## src/design/mdcp_params.svh

```systemverilog
`ifndef MDCP_PARAMS_SVH
`define MDCP_PARAMS_SVH

// Clock period of ref_clk in ns
`define MDCP_CLK_NS 10
// Least time in us to cycles, rounded up
`define MDCP_US_UP(t) ((((t) * 1000) + `MDCP_CLK_NS - 1) / `MDCP_CLK_NS)
// Longest or nominal time in us to cycles, rounded down
`define MDCP_US_DN(t) (((t) * 1000) / `MDCP_CLK_NS)

// Average rotational wait, half a revolution
`define MDCP_LATENCY_US 100000
// Index pulse width
`define MDCP_INDEX_US 3500
// Carriage motion per track
`define MDCP_MOVE_US 5000
// Settling after the last motion
`define MDCP_SETTLE_US 20000
// Spin-up to ready
`define MDCP_SPINUP_US 500000
// Head engage, longest
`define MDCP_ENGAGE_US 30000
// Read recovery after unit or side choice
`define MDCP_READ_REC_US 100
// Write-to-read recovery
`define MDCP_W2R_US 1250
// Erase turn-on delay, longest
`define MDCP_ERASE_ON_US 450
// Erase hold after write ends, least
`define MDCP_ERASE_HOLD_US 900

// Tracks on the 48 tpi variant
`define MDCP_TRACKS 40
// Unit-choice lines
`define MDCP_UNITS 4
// Step command queue depth
`define MDCP_FIFO_DEPTH 4
// Cycles after reset release before straps are taken
`define MDCP_STRAP_WAIT 2'h3
// Stepper phase that belongs to the home cylinder
`define MDCP_HOME_PHASE 2'h0

`endif

```

## src/design/mdcp_pkg.sv

```systemverilog
package mdcp_pkg;

	// Carriage positioner states
	typedef enum logic [1:0] {POS_IDLE, POS_MOVE, POS_SETTLE} mdcp_pos_t;

	// Stepper motor phase
	typedef logic [1:0] mdcp_phase_t;

endpackage

```

## src/design/mdcp_fifo.sv

```systemverilog
`timescale 1ns/1ps
`include "mdcp_params.svh"

module mdcp_fifo #(
	parameter int WIDTH = 1,
	parameter int DEPTH = `MDCP_FIFO_DEPTH
)(
	input wire logic ref_clk,
	input wire logic reset,
	input wire logic in_valid,
	input wire logic [WIDTH-1:0] in_data,
	output logic in_ready,
	output logic out_valid,
	output logic [WIDTH-1:0] out_data,
	input wire logic out_ready
);
	import mdcp_pkg::*;

	localparam int AW = $clog2(DEPTH);

	logic [WIDTH-1:0] mem [DEPTH]; // Storage words
	logic [AW-1:0] wr_q; // Write pointer
	logic [AW-1:0] rd_q; // Read pointer
	logic [AW:0] cnt_q; // Words held
	logic push;
	logic pop;

	// Depth below two leaves no room for pointers
	if (DEPTH < 2 || WIDTH < 1)
	begin : g_chk
		$error("mdcp_fifo: DEPTH must be at least 2");
	end

	// Pointer advance with wrap for any depth
	function automatic logic [AW-1:0] next_ptr(input logic [AW-1:0] p);
		return (p == AW'(DEPTH - 1)) ? '0 : AW'(p + 1'b1);
	endfunction

	assign in_ready = (cnt_q != (AW + 1)'(DEPTH));
	assign out_valid = (cnt_q != '0);
	assign out_data = mem[rd_q];
	assign push = in_valid && in_ready;
	assign pop = out_valid && out_ready;

	// Storage, no reset needed for data
	always_ff @(posedge ref_clk)
	begin
		if (push)
		begin
			mem[wr_q] <= in_data;
		end
	end

	// Pointers and fill count
	always_ff @(posedge ref_clk or posedge reset)
	begin
		if (reset)
		begin
			wr_q <= '0;
			rd_q <= '0;
			cnt_q <= '0;
		end
		else
		begin
			if (push)
			begin
				wr_q <= next_ptr(wr_q);
			end
			if (pop)
			begin
				rd_q <= next_ptr(rd_q);
			end
			if (push && !pop)
			begin
				cnt_q <= cnt_q + 1'b1;
			end
			else if (pop && !push)
			begin
				cnt_q <= cnt_q - 1'b1;
			end
		end
	end

endmodule

```

## src/design/mdcp_position.sv

```systemverilog
`timescale 1ns/1ps
`include "mdcp_params.svh"

module mdcp_position #(
	parameter int TRACKS = `MDCP_TRACKS,
	parameter int TW = $clog2(`MDCP_TRACKS),
	parameter int MOVE_CYC = `MDCP_US_DN(`MDCP_MOVE_US),
	parameter int SETTLE_CYC = `MDCP_US_UP(`MDCP_SETTLE_US)
)(
	input wire logic ref_clk,
	input wire logic reset,
	input wire logic cmd_valid,
	input wire logic cmd_dir,
	output logic cmd_ready,
	output logic [TW-1:0] track,
	output mdcp_pkg::mdcp_phase_t phase,
	output mdcp_pkg::mdcp_pos_t state
);
	import mdcp_pkg::*;

	mdcp_pos_t state_q; // Positioner state
	logic [31:0] cnt_q; // Motion or settle timer
	logic dir_q; // Direction of the move in flight
	logic [TW-1:0] track_q; // Current cylinder
	mdcp_phase_t phase_q; // Energised stepper phase
	logic move_end;

	if (MOVE_CYC < 1 || SETTLE_CYC < 1 || TRACKS < 2)
	begin : g_chk
		$error("mdcp_position: bad timing or track count");
	end

	assign move_end = (state_q == POS_MOVE) && (cnt_q == 32'(MOVE_CYC - 1));
	// Queue drains only between motions
	assign cmd_ready = (state_q != POS_MOVE);
	assign track = track_q;
	assign phase = phase_q;
	assign state = state_q;

	// Motion then settle; a queued step skips the settle so a
	// long seek pays settling once only
	always_ff @(posedge ref_clk or posedge reset)
	begin
		if (reset)
		begin
			state_q <= POS_IDLE;
			cnt_q <= '0;
			dir_q <= 1'b0;
		end
		else
		begin
			unique case (state_q)
				POS_IDLE:
				begin
					if (cmd_valid)
					begin
						state_q <= POS_MOVE;
						cnt_q <= '0;
						dir_q <= cmd_dir;
					end
				end
				POS_MOVE:
				begin
					cnt_q <= move_end ? '0 : cnt_q + 32'h1;
					if (move_end)
					begin
						state_q <= POS_SETTLE;
					end
				end
				POS_SETTLE:
				begin
					if (cmd_valid)
					begin
						state_q <= POS_MOVE;
						cnt_q <= '0;
						dir_q <= cmd_dir;
					end
					else if (cnt_q == 32'(SETTLE_CYC - 1))
					begin
						state_q <= POS_IDLE;
						cnt_q <= '0;
					end
					else
					begin
						cnt_q <= cnt_q + 32'h1;
					end
				end
			endcase
		end
	end

	// Track and phase change at the end of each motion; the stops
	// at both ends hold the carriage
	always_ff @(posedge ref_clk or posedge reset)
	begin
		if (reset)
		begin
			track_q <= '0;
			phase_q <= `MDCP_HOME_PHASE;
		end
		else if (move_end)
		begin
			if (dir_q && track_q != TW'(TRACKS - 1))
			begin
				track_q <= track_q + 1'b1;
				phase_q <= phase_q + 1'b1;
			end
			else if (!dir_q && track_q != '0)
			begin
				track_q <= track_q - 1'b1;
				phase_q <= phase_q - 1'b1;
			end
		end
	end

	property p_inward;
		@(posedge ref_clk) disable iff (reset)
		move_end && dir_q && track_q != TW'(TRACKS - 1) |=> track_q == $past(track_q) + 1'b1;
	endproperty
	a_inward: assert property (p_inward) else $error("inward step lost");

	property p_motion;
		@(posedge ref_clk) disable iff (reset)
		$changed(track_q) |-> $past(cnt_q) == 32'(MOVE_CYC - 1) && $past(state_q) == POS_MOVE;
	endproperty
	a_motion: assert property (p_motion) else $error("track changed off motion end");

endmodule

```

## src/design/mdcp_drive.sv

```systemverilog
`timescale 1ns/1ps
`include "mdcp_params.svh"

module mdcp_drive #(
	parameter int UNITS = `MDCP_UNITS,
	parameter int TRACKS = `MDCP_TRACKS,
	localparam int SW = $clog2(UNITS),
	localparam int TW = $clog2(TRACKS),
	parameter int MOVE_CYC = `MDCP_US_DN(`MDCP_MOVE_US),
	parameter int SETTLE_CYC = `MDCP_US_UP(`MDCP_SETTLE_US),
	parameter int SPIN_CYC = `MDCP_US_UP(`MDCP_SPINUP_US),
	parameter int REV_CYC = `MDCP_US_DN(2 * `MDCP_LATENCY_US),
	parameter int INDEX_CYC = `MDCP_US_DN(`MDCP_INDEX_US),
	parameter int ENGAGE_CYC = `MDCP_US_DN(`MDCP_ENGAGE_US),
	parameter int READ_REC_CYC = `MDCP_US_UP(`MDCP_READ_REC_US),
	parameter int W2R_CYC = `MDCP_US_UP(`MDCP_W2R_US),
	parameter int ERASE_ON_CYC = `MDCP_US_DN(`MDCP_ERASE_ON_US),
	parameter int ERASE_HOLD_CYC = `MDCP_US_UP(`MDCP_ERASE_HOLD_US)
)(
	input wire logic ref_clk,
	input wire logic reset,
	input wire logic [SW-1:0] strap_unit,
	input wire logic strap_perm,
	input wire logic [UNITS-1:0] unit_sel,
	input wire logic motor_on,
	input wire logic head_load,
	input wire logic side_sel,
	input wire logic step_pulse,
	input wire logic step_dir,
	input wire logic write_arm,
	input wire logic write_data,
	input wire logic door_closed,
	input wire logic power_ok,
	input wire logic notch_covered,
	output logic ready,
	output logic index_mark,
	output logic home_cylinder_flag,
	output logic medium_lock,
	output logic panel_lamp,
	output logic spindle_run,
	output logic head_solenoid,
	output logic heads_engaged,
	output logic head1_route,
	output logic write_circuits,
	output logic erase_current,
	output logic flux_toggle,
	output logic read_stable,
	output logic [TW-1:0] track,
	output logic step_overrun,
	output logic seek_busy
);
	import mdcp_pkg::*;

	localparam int NPIN = UNITS + SW + 11;

	logic [NPIN-1:0] meta_q; // First synchroniser stage
	logic [NPIN-1:0] sync_q; // Second stage, safe to read
	logic [UNITS-1:0] unit_s;
	logic [SW-1:0] strap_unit_s;
	logic strap_perm_s;
	logic motor_s;
	logic head_load_s;
	logic side_s;
	logic step_s;
	logic dir_s;
	logic arm_s;
	logic wdata_s;
	logic door_s;
	logic power_s;
	logic notch_s;
	logic [1:0] strap_wait_q; // Delay before straps are taken
	logic [SW-1:0] strap_unit_q; // Unit number strap
	logic strap_perm_q; // Always-chosen strap
	logic sel_q; // This unit is chosen
	logic sel_prev_q;
	logic side_prev_q;
	logic spun_q; // Spin-up time elapsed
	logic [31:0] spin_cnt_q;
	logic [31:0] rev_cnt_q; // Revolution phase
	logic [31:0] hl_cnt_q; // Head engage timer
	logic [31:0] er_cnt_q; // Erase on or hold timer
	logic [31:0] rec_cnt_q; // Read recovery timer
	logic ready_q;
	logic index_q;
	logic home_q;
	logic lock_q;
	logic lamp_q;
	logic spin_q;
	logic sol_q;
	logic engaged_q;
	logic head1_q;
	logic write_q;
	logic erase_q;
	logic flux_q;
	logic stable_q;
	logic overrun_q;
	logic busy_q;
	logic step_prev_q;
	logic wd_prev_q;
	logic step_rise;
	logic wd_rise;
	logic wr_ok;
	logic engage_req;
	logic q_valid;
	logic q_ready;
	logic q_out_valid;
	logic q_out_dir;
	logic q_out_ready;
	logic [TW-1:0] pos_track;
	mdcp_phase_t pos_phase;
	mdcp_pos_t pos_state;

	if (UNITS < 2 || REV_CYC <= INDEX_CYC || SPIN_CYC < 1)
	begin : g_chk
		$error("mdcp_drive: bad unit count or timing");
	end

	// Keep the longer of a running and a new recovery time
	function automatic logic [31:0] longer(input logic [31:0] a, input logic [31:0] b);
		return (a > b) ? a : b;
	endfunction

	assign {unit_s, strap_unit_s, strap_perm_s, motor_s, head_load_s, side_s, step_s,
		dir_s, arm_s, wdata_s, door_s, power_s, notch_s} = sync_q;
	assign step_rise = step_s && !step_prev_q;
	assign wd_rise = wdata_s && !wd_prev_q;
	// Writing needs the unit chosen and an open notch
	assign wr_ok = sel_q && arm_s && !notch_s;
	assign engage_req = sel_q && head_load_s && motor_s;
	// Steps count only for the chosen unit
	assign q_valid = step_rise && sel_q;

	// All pins cross in through two flip-flops
	always_ff @(posedge ref_clk or posedge reset)
	begin
		if (reset)
		begin
			meta_q <= '0;
			sync_q <= '0;
		end
		else
		begin
			meta_q <= {unit_sel, strap_unit, strap_perm, motor_on, head_load, side_sel,
				step_pulse, step_dir, write_arm, write_data, door_closed, power_ok,
				notch_covered};
			sync_q <= meta_q;
		end
	end

	// Straps are caught once, after the synchroniser has filled
	always_ff @(posedge ref_clk or posedge reset)
	begin
		if (reset)
		begin
			strap_wait_q <= '0;
			strap_unit_q <= '0;
			strap_perm_q <= 1'b0;
		end
		else if (strap_wait_q != `MDCP_STRAP_WAIT)
		begin
			strap_wait_q <= strap_wait_q + 1'b1;
			strap_unit_q <= strap_unit_s;
			strap_perm_q <= strap_perm_s;
		end
	end

	// Unit choice, lamp, side routing, edge history
	always_ff @(posedge ref_clk or posedge reset)
	begin
		if (reset)
		begin
			sel_q <= 1'b0;
			sel_prev_q <= 1'b0;
			side_prev_q <= 1'b0;
			lamp_q <= 1'b0;
			head1_q <= 1'b0;
			step_prev_q <= 1'b0;
			wd_prev_q <= 1'b0;
		end
		else
		begin
			sel_q <= strap_perm_q || unit_s[strap_unit_q];
			sel_prev_q <= sel_q;
			side_prev_q <= side_s;
			lamp_q <= sel_q;
			head1_q <= sel_q && side_s;
			step_prev_q <= step_s;
			wd_prev_q <= wdata_s;
		end
	end

	// Spindle: timed spin-up, no run-down when stopped
	always_ff @(posedge ref_clk or posedge reset)
	begin
		if (reset)
		begin
			spin_q <= 1'b0;
			spun_q <= 1'b0;
			spin_cnt_q <= '0;
			ready_q <= 1'b0;
		end
		else
		begin
			spin_q <= motor_s;
			if (!motor_s)
			begin
				spun_q <= 1'b0;
				spin_cnt_q <= '0;
			end
			else if (!spun_q)
			begin
				spun_q <= (spin_cnt_q == 32'(SPIN_CYC - 1));
				spin_cnt_q <= spin_cnt_q + 32'h1;
			end
			// Speed is judged by elapsed spin-up time, not a tacho
			ready_q <= power_s && door_s && spun_q;
		end
	end

	// Index mark once per revolution while turning
	always_ff @(posedge ref_clk or posedge reset)
	begin
		if (reset)
		begin
			rev_cnt_q <= '0;
			index_q <= 1'b0;
		end
		else if (!motor_s)
		begin
			rev_cnt_q <= '0;
			index_q <= 1'b0;
		end
		else
		begin
			rev_cnt_q <= (rev_cnt_q == 32'(REV_CYC - 1)) ? '0 : rev_cnt_q + 32'h1;
			index_q <= (rev_cnt_q < 32'(INDEX_CYC));
		end
	end

	// Head solenoid and engaged status
	always_ff @(posedge ref_clk or posedge reset)
	begin
		if (reset)
		begin
			sol_q <= 1'b0;
			engaged_q <= 1'b0;
			hl_cnt_q <= '0;
		end
		else
		begin
			sol_q <= engage_req;
			if (!engage_req)
			begin
				engaged_q <= 1'b0;
				hl_cnt_q <= '0;
			end
			else if (!engaged_q)
			begin
				// Reported as engaged at the longest engage time
				engaged_q <= (hl_cnt_q == 32'(ENGAGE_CYC - 1));
				hl_cnt_q <= hl_cnt_q + 32'h1;
			end
		end
	end

	// Write circuits, erase current and flux reversals
	always_ff @(posedge ref_clk or posedge reset)
	begin
		if (reset)
		begin
			write_q <= 1'b0;
			erase_q <= 1'b0;
			er_cnt_q <= '0;
			flux_q <= 1'b0;
			lock_q <= 1'b0;
		end
		else
		begin
			write_q <= wr_ok;
			lock_q <= sel_q && notch_s;
			if (notch_s)
			begin
				// Protected medium: erase cut at once
				erase_q <= 1'b0;
				er_cnt_q <= '0;
			end
			else if (wr_ok != erase_q)
			begin
				// Deselection ends the write too, so hold still runs
				if (er_cnt_q == 32'(wr_ok ? ERASE_ON_CYC - 1 : ERASE_HOLD_CYC - 1))
				begin
					erase_q <= wr_ok;
					er_cnt_q <= '0;
				end
				else
				begin
					er_cnt_q <= er_cnt_q + 32'h1;
				end
			end
			else
			begin
				er_cnt_q <= '0;
			end
			if (wd_rise && write_q)
			begin
				flux_q <= !flux_q;
			end
		end
	end

	// Read recovery after choice, side change or end of write
	always_ff @(posedge ref_clk or posedge reset)
	begin
		if (reset)
		begin
			rec_cnt_q <= '0;
			stable_q <= 1'b0;
		end
		else
		begin
			if (write_q && !wr_ok)
			begin
				rec_cnt_q <= longer(rec_cnt_q, 32'(W2R_CYC));
			end
			else if ((sel_q && !sel_prev_q) || (side_s != side_prev_q))
			begin
				rec_cnt_q <= longer(rec_cnt_q, 32'(READ_REC_CYC));
			end
			else if (rec_cnt_q != '0)
			begin
				rec_cnt_q <= rec_cnt_q - 32'h1;
			end
			stable_q <= sel_q && !write_q && (rec_cnt_q == '0);
		end
	end

	// Step queue; a step into a full queue is flagged, not taken
	mdcp_fifo #(
		.WIDTH(1),
		.DEPTH(`MDCP_FIFO_DEPTH)
	) u_step_q (
		.ref_clk(ref_clk),
		.reset(reset),
		.in_valid(q_valid),
		.in_data(dir_s),
		.in_ready(q_ready),
		.out_valid(q_out_valid),
		.out_data(q_out_dir),
		.out_ready(q_out_ready)
	);

	mdcp_position #(
		.TRACKS(TRACKS),
		.TW(TW),
		.MOVE_CYC(MOVE_CYC),
		.SETTLE_CYC(SETTLE_CYC)
	) u_pos (
		.ref_clk(ref_clk),
		.reset(reset),
		.cmd_valid(q_out_valid),
		.cmd_dir(q_out_dir),
		.cmd_ready(q_out_ready),
		.track(pos_track),
		.phase(pos_phase),
		.state(pos_state)
	);

	// Positioner status toward the pins
	always_ff @(posedge ref_clk or posedge reset)
	begin
		if (reset)
		begin
			overrun_q <= 1'b0;
			busy_q <= 1'b0;
			home_q <= 1'b0;
		end
		else
		begin
			overrun_q <= q_valid && !q_ready;
			busy_q <= (pos_state != POS_IDLE) || q_out_valid;
			home_q <= power_s && (pos_track == '0) && (pos_phase == `MDCP_HOME_PHASE);
		end
	end

	assign ready = ready_q;
	assign index_mark = index_q;
	assign home_cylinder_flag = home_q;
	assign medium_lock = lock_q;
	assign panel_lamp = lamp_q;
	assign spindle_run = spin_q;
	assign head_solenoid = sol_q;
	assign heads_engaged = engaged_q;
	assign head1_route = head1_q;
	assign write_circuits = write_q;
	assign erase_current = erase_q;
	assign flux_toggle = flux_q;
	assign read_stable = stable_q;
	assign track = pos_track;
	assign step_overrun = overrun_q;
	assign seek_busy = busy_q;

	property p_stop;
		@(posedge ref_clk) disable iff (reset)
		!motor_s |=> !spun_q ##1 !ready_q;
	endproperty
	a_stop: assert property (p_stop) else $error("spindle ran down");

	property p_spinup;
		@(posedge ref_clk) disable iff (reset)
		$rose(spun_q) |-> $past(spin_cnt_q) == 32'(SPIN_CYC - 1);
	endproperty
	a_spinup: assert property (p_spinup) else $error("spin-up time wrong");

	property p_ready;
		@(posedge ref_clk) disable iff (reset)
		ready_q |-> $past(power_s) && $past(door_s) && $past(spun_q);
	endproperty
	a_ready: assert property (p_ready) else $error("ready without cause");

	property p_lock;
		@(posedge ref_clk) disable iff (reset)
		notch_s |=> !write_q && !erase_q;
	endproperty
	a_lock: assert property (p_lock) else $error("write on covered notch");

	property p_erase_on;
		@(posedge ref_clk) disable iff (reset)
		$rose(erase_q) |-> $past(er_cnt_q) == 32'(ERASE_ON_CYC - 1) && $past(wr_ok);
	endproperty
	a_erase_on: assert property (p_erase_on) else $error("erase on time wrong");

	property p_erase_hold;
		@(posedge ref_clk) disable iff (reset)
		$fell(erase_q) && !$past(notch_s) |-> $past(er_cnt_q) == 32'(ERASE_HOLD_CYC - 1);
	endproperty
	a_erase_hold: assert property (p_erase_hold) else $error("erase hold too short");

	property p_engage;
		@(posedge ref_clk) disable iff (reset)
		$rose(engaged_q) |-> $past(hl_cnt_q) == 32'(ENGAGE_CYC - 1) && sol_q;
	endproperty
	a_engage: assert property (p_engage) else $error("engage time wrong");

	property p_w2r;
		@(posedge ref_clk) disable iff (reset)
		$fell(write_q) |-> !stable_q [*3];
	endproperty
	a_w2r: assert property (p_w2r) else $error("read stable after write");

	property p_flux;
		@(posedge ref_clk) disable iff (reset)
		$changed(flux_q) |-> $past(wd_rise) && $past(write_q);
	endproperty
	a_flux: assert property (p_flux) else $error("stray flux reversal");

	property p_lamp;
		@(posedge ref_clk) disable iff (reset)
		!strap_perm_q && !unit_s[strap_unit_q] && strap_wait_q == `MDCP_STRAP_WAIT
			|=> ##1 !lamp_q;
	endproperty
	a_lamp: assert property (p_lamp) else $error("lamp lit when not chosen");

	property p_home;
		@(posedge ref_clk) disable iff (reset)
		home_q |-> $past(pos_track) == '0;
	endproperty
	a_home: assert property (p_home) else $error("home flag off cylinder zero");

	property p_index;
		@(posedge ref_clk) disable iff (reset)
		$rose(index_q) && $past(motor_s, 2) |-> $past(rev_cnt_q) == '0;
	endproperty
	a_index: assert property (p_index) else $error("index off revolution start");

endmodule

```

## config.mk

```make
export PLATFORM = sky130hd
export DESIGN_NAME = mdcp_drive
export DESIGN_NICKNAME = d
export VERILOG_FILES = /design/src/design/mdcp_pkg.sv /design/src/design/mdcp_fifo.sv /design/src/design/mdcp_position.sv /design/src/design/mdcp_drive.sv
export VERILOG_INCLUDE_DIRS = /design/src /design/src/design
export SDC_FILE = /design/constraint.sdc
export NUM_CORES = 1
export LEC_CHECK = 0
export CAP_MARGIN = 20
export CELL_PAD_IN_SITES_DETAIL_PLACEMENT = 2
export CELL_PAD_IN_SITES_GLOBAL_PLACEMENT = 2
export CORE_MARGIN = 5
export CORE_UTILIZATION = 42
export CTS_CLUSTER_DIAMETER = 200
export DETAILED_ROUTE_END_ITERATION = 16
export DONT_BUFFER_PORTS = 1
export PLACE_DENSITY_LB_ADDON = 0.1
export SETUP_SLACK_MARGIN = 0.4
export SLEW_MARGIN = 20
export SYNTH_ARGS = -nofsm -noshare
export SYNTH_HDL_FRONTEND = slang
export SYNTH_HIERARCHICAL = 1
export SYNTH_SLANG_ARGS = --single-unit
```

## constraint.sdc

```tcl
create_clock -name ref_clk -period 9.5 [get_ports ref_clk]
set_input_delay 1.425 -clock ref_clk [delete_from_list [all_inputs] [get_ports ref_clk]]
set_output_delay 1.425 -clock ref_clk [all_outputs]
set_load 0.1 [all_outputs]
```

### Yosys cells after proc, flatten, opt, wreduce, memory -nomap -nowiden

Memory sizes are Yosys's and may differ from the RTL's. A register that Yosys moved wholly into a read port is not among the register bits.
Cells that the tools add are included.

| word-level totals | value |
|---|---|
| register bits after elaboration | 268 |
| RAM bits | 4 |
| input bits | 19 |
| output and inout port bits | 21 |
| logic and storage cells | 184 |
| memories | 1 |

| operators by class | value |
|---|---|
| add/subtract/negate cells | 15 |
| order comparisons | 4 |
| equality and inequality tests | 23 |
| muxes and demuxes | 45 |
| reductions and logical operators | 59 |

Memories:

| memory | words | bits a word | read ports | clocked after Yosys merged registers in | write ports | line | source |
|---|---|---|---|---|---|---|---|
| u_step_q.mem | 4 | 1 | 1 | 1 | 1 | mdcp_fifo.sv:21 | `logic [WIDTH-1:0] mem [DEPTH];` |

Operators with widths:

| cell | number |
|---|---|
| $mux W32 | 18 |
| $add A32 B1 Y32 const B | 5 |
| $pmux W32 S3 | 1 |
| $eq A32 B17 Y1 | 1 |
| $eq A32 B19 Y1 const B | 1 |
| $eq A32 B21 Y1 const B | 1 |
| $eq A32 B22 Y1 const B | 1 |
| $eq A32 B25 Y1 const B | 1 |
| $eq A32 B26 Y1 const B | 1 |
| $gt A32 B14 Y1 const B | 1 |
| $gt A32 B17 Y1 const B | 1 |
| $logic_not A32 Y1 | 1 |
| $lt A32 B19 Y1 const B | 1 |
| $reduce_bool A32 Y1 | 1 |
| $sub A32 B1 Y32 const B | 1 |
| $logic_and A1 B1 Y1 | 26 |
| $mux W17 | 1 |
| $mux W2 | 8 |
| $mux W6 | 2 |
| $logic_not A1 Y1 | 11 |
| $mux W1 | 11 |
| $ne A2 B2 Y1 const B | 5 |
| $reduce_bool A2 Y1 | 5 |
| $add A2 B1 Y2 const B | 4 |
| 24 further kinds | 37 |

### Longest topological paths before layout

| logic depth | value |
|---|---|
| word-level depth | 8 |
| depth in mapped cells | 10 |
| gate-level depth less buffers | 10 |

### Modules after synthesis

Netlist, hierarchy kept.

Modules (own cells, without submodules):

| module | instances | cells each | area each (um^2) | seq. area each (um^2) |
|---|---|---|---|---|
| mdcp_drive | 1 | 1016 | 10214.8 | 5480.3 |
| mdcp_position | 1 | 293 | 2670.1 | 1076.0 |
| mdcp_fifo | 1 | 43 | 595.6 | 295.3 |

### Worst setup path after synthesis

OpenSTA, ideal clock, no wires.

| timing | value |
|---|---|
| path kind | reg2reg |
| start point | register u_pos.track_q[0] (netlist: u_pos/track[0]) |
| end point | register u_pos.track_q[5] (netlist: u_pos/track[5]) |
| setup time | 0.164 ns |
| arrival time | 3.119 ns |
| required time | 9.336 ns |
| setup slack | 6.218 ns |
| stages on the path, launching flop included | 10 |
| path buffers | 0 |
| clock period less this slack | 3.282 ns |
| cells stage by stage | dfrtp_1 > nand4_1 > o31ai_1 > ha_1 > a21o_1 > a21oi_1 > o21ai_0 > xnor2_1 > nor2_1 > xor2_1 |

| between the ends | value |
|---|---|
| cells in the longest elaborated chain, start to end | 4 |
| elaborated cells between the ends (all ways) | 10 |
| classes of those cells | add/sub: 2; eq/ne: 1; mux: 2; reduce/logical: 5 |

Ends and longest elaborated chain:

| element | line | source |
|---|---|---|
| start, declared | mdcp_position.sv:24 | `logic [TW-1:0] track_q;` |
| start signal, assigned | mdcp_position.sv:105 | `track_q <= track_q + 1'b1;` |
| start signal, assigned | mdcp_position.sv:110 | `track_q <= track_q - 1'b1;` |
| branches (longest 4 deep; another with $sub A6 B1 Y6) | n/a |  |

Several ways; the timed one is not identified. The select of a mux whose other input is x is not followed.
A chain may end at the register's enable or synchronous reset.

### Worst setup path after layout

| timing | value |
|---|---|
| start point | register u_pos.track_q[1] (netlist: u_pos/track[1]) |
| end point | register u_pos.track_q[5] (netlist: u_pos/track[5]) |

Same word-level chain as after synthesis.

==> run summary <==
### Finish
* **number of cells in the finished layout apart from fillers** 1783
* **Antenna diodes** 0
* **FILL cells** 3354
* **register area** 6850 um^2
* **area growth from synthesis to layout** 11.5%
* **net count reported at finish** 1397
* **final std cell area, no fill** 15000 um^2
* **layout cells sized above 1** 8.69%
* **footprint of the multi-input gates** 6330 um^2

### Routing
* **detailed-route wire length** 36600 um
* **remaining number of nets flagged by the antenna check after routing** 0
* **DRC violation count after routing** 0
* **Vias** 10300
* **Starting DRT DRC Count** 381
* **routed len/inst** 20.5 um
* **post-DR vias/cell** 5.79
* **count of TritonRoute iterations in the first routing pass** 4

### Placed design
* **number of port buffers** 0
* **DP Worst Slack** 5.76 ns
* **Cells after DPL** 1722
* **placed cell area** 13900 um^2
* **weighted congestion at the end of routability-driven global placement** 0.786
* **HPWL Detailed** 24200 um

### Setup path
* **category of the worst setup path launch point** register
* **endpoint kind of the worst setup timing path** register
* **Slowest cell on crit path** dfrtp_1
* **arrival time worst endpoint** 3.75 ns
* **combined buffer and inverter count along the critical path** 0
* **biggest cell delay along the critical path** 1.05 ns
* **CP top delay family** compound AO/OA/AOI/OAI gates
* **endpoint required time on the critical path** 9.86 ns
* **cell breakdown of the critical path** nand4_1 -> o31ai_2 -> ha_1 -> a21o_1 -> a21oi_1 -> o21ai_0 -> xnor2_1 -> nor2_1 -> xor2_1
* **Setup CP Type** reg2reg
* **top fanout value on the critical path** 7

### Timing
* **final number of hold-violating endpoints** 0
* **unrepaired setup endpoints after global routing** false
* **upper clock frequency limit** 295 MHz
* **total negative setup slack** 0 ns
* **Slew Viols, Final** 0
* **maximum clock skew at final layout** 0.0202 ns
* **worst-case headroom to the max-slew limit** 28.0%
* **Tmin final** 3.39 ns
* **Worst-Margin Slew** 1.08 ns
* **final worst setup slack** 6.11 ns
* **post-route clock period utilization** 35.6%
* **setup-violating endpoint count in the final report** 0
* **minimum hold slack** 0.348 ns

### Power
* **combinational cell fraction of total power** 17.7%
* **leakage component of the power** 0.00645 uW
* **reported net switching power** 1000 uW
* **pwr/cell area** 214 nW/um^2
* **Internal Pwr Total** 2220 uW
* **proportion of total power due to net switching** 31.0%
* **Peak supply drop** 0.162 mV
* **sequential power share** 42.4%
* **clock share of power** 39.9%

### GRT
* **vias in the first global route** 11600
* **Total GRT Usage** 21.0%
* **total overflow reported by the global router** 0
* **initial antenna violation count** 1
* **maximum number of pins on one net before global-route repair** 79
* **global-route wire length before repair** 62200 um

### Clock tree
* **clock-pin slew reported for the worst setup and hold paths after clock tree synthesis** 0.06 ns
* **clock latency on the worst-skew pair** 0.53 ns
* **H-tree depth** 2
* **clock net sink count** 273
* **Resized Gates After CTS** 0
* **number of buffers added by the clock tree synthesis step** 34
* **number of setup buffers added after CTS** 0
* **clock tree root driver cell** clkbuf_16
* **Clock Path Buffers** 3
* **TritonCTS clock tree** yes
* **quantity of hold-fixing buffers added after cts** 0

### Logic synthesis
* **Mapped Area** 13500 um^2
* **average size of a mapped cell** 9.97 um^2
* **number of library cell types mapped by synthesis** 82
* **area fraction of the dominant cell type after synthesis** 49.9%
* **largest area contributor in the synthesized netlist** dfrtp_1
* **cell count after synthesis** 1352
* **most area-consuming cells after synthesis** dfrtp_1 50%, nor2_1 4.5%, xor2_1 4.2%
* **flop and latch count out of synthesis** 273
* **fraction of registers with async set/reset** 98.5%
* **fraction of the yosys area taken by sequential cells** 50.8%
* **yosys warns** 6
* **syn nets** 1393
* **predominant post-synthesis flop cell** dfrtp_1
* **EDFF count, synth** 4

### Floorplanning
* **Die H** 189 um
* **starting density of the core** 42.6%
* **core area** 31600 um^2
* **floorplan die area** 35800 um^2
* **IO Count** 40
* **site row count** 65
* **die boundary width** 189 um

### Worst hold path
* **type of the tightest min-delay check** reg2reg

### Outcome
* **run status** completed

### Flow run
* **Max-Cap Viols** 0

## cells by family (layout without fill, tap and decap cells)
kind of cell    count (synthesis)  after routing  synth area share (%)
xor+xnor                      122            122                  7.93
simple gates                  648            648                  25.6
fa+ha+maj                      22             22                  2.15
buf+inv                        79            108                  2.49
compound gates                192            192                  9.50
flops                         273            273                  50.8
mux                            16             16                  1.52
## state kept, by name, indices dropped and copies added (netlist names), 3 cells and up
register,count
er_cnt_q,32
hl_cnt_q,32
rec_cnt_q,32
rev_cnt_q,32
spin_cnt_q,32
u_pos/cnt_q,32
meta_q,17
sync_q,17
u_pos/track,6
u_step_q/mem,4
u_step_q/cnt_q,3
## power by group through the flow
stage	Sequential [uW]	Clock (uW)	Combinational [uW]
after global placement	1380	0	542
after detailed placement	1380	0	572
after floorplan	1360	0	433
after global routing	1380	1390	635
final	1360	1290	571
after CTS	1360	1330	579
## final timing paths
path,startpoint,endpoint,slack (ns),cells past startpoint
worst max register to register,u_pos/track[1],u_pos/track[5],6.11,9
worst max-delay path,u_pos/track[1],u_pos/track[5],6.11,9
worst min-delay path,meta_q[0],sync_q[0],0.35,0
max in group asynchronous,reset,meta_q[14],7.30,2
worst min register to register,meta_q[0],sync_q[0],0.35,0
min in group asynchronous,reset,u_step_q/cnt_q[1],0.74,1
## cell type report
cell class | instances | share of cell area, %
sequential | 273 | 45.6
multi-input combinational | 1000 | 42.1
clock buffer | 47 | 6.38
tap | 402 | 3.35
clock inverter | 14 | 0.982
inverter | 31 | 0.832
timing repair buffer | 16 | 0.799
## synthesized netlist by cell type, drive strengths merged, types with 4 or more instances
master,n
a21o,17
xor2,64
ha,20
a21boi,9
dfrtp,269
a22o,28
nand3,83
nor4,32
o21ai,63
o22ai,16
nand2,102
mux2,10
o31ai,6
edfxtp,4
o211ai,4
or3,30
nor3b,6
clkbuf,33
or2,5
inv,31
xnor2,58
nor4b,4
and4,15
and3,35
or4,15
nand4,46
nor3,39
nand2b,7
buf,15
nand3b,4
a21oi,23
nor2,162
mux2i,4
and2,41
nor2b,11
## per-layer routing
metal  part of all wire, %  track usage (%)  vias to the layer above  wire, um
met5                 0.030                0                        -        11
met4                   1.9             4.96                        2       696
met3                   2.4             3.19                       54       873
met2                    51             37.0                       98     18500
met1                    45             27.4                     5338     16500
li1                      -                -                     4824         -
## layout by cell type (no fill, tap or decap), types with 28 or more instances in the layout
master,instances
o21ai_0,57
clkbuf_16,34
and2_1,41
and3_1,35
or3_1,28
dfrtp_1,269
nand4_1,45
nor3_1,34
nor4_1,29
nor2_1,161
inv_1,29
nand3_1,83
nand2_1,100
xor2_1,64
xnor2_1,58
## through the flow
| stage | total power, uW | utilization [%] |
|---|---|---|
| detailed placement | 1950 | 44.0 |
| global placement | 1920 | 44.0 |
| CTS | 3270 | 47.5 |
| global route | 3400 | 47.5 |
| floorplan | 1790 | - |
| finish | 3220 | 47.5 |
Note: power is estimated with default switching activity, not from simulation.
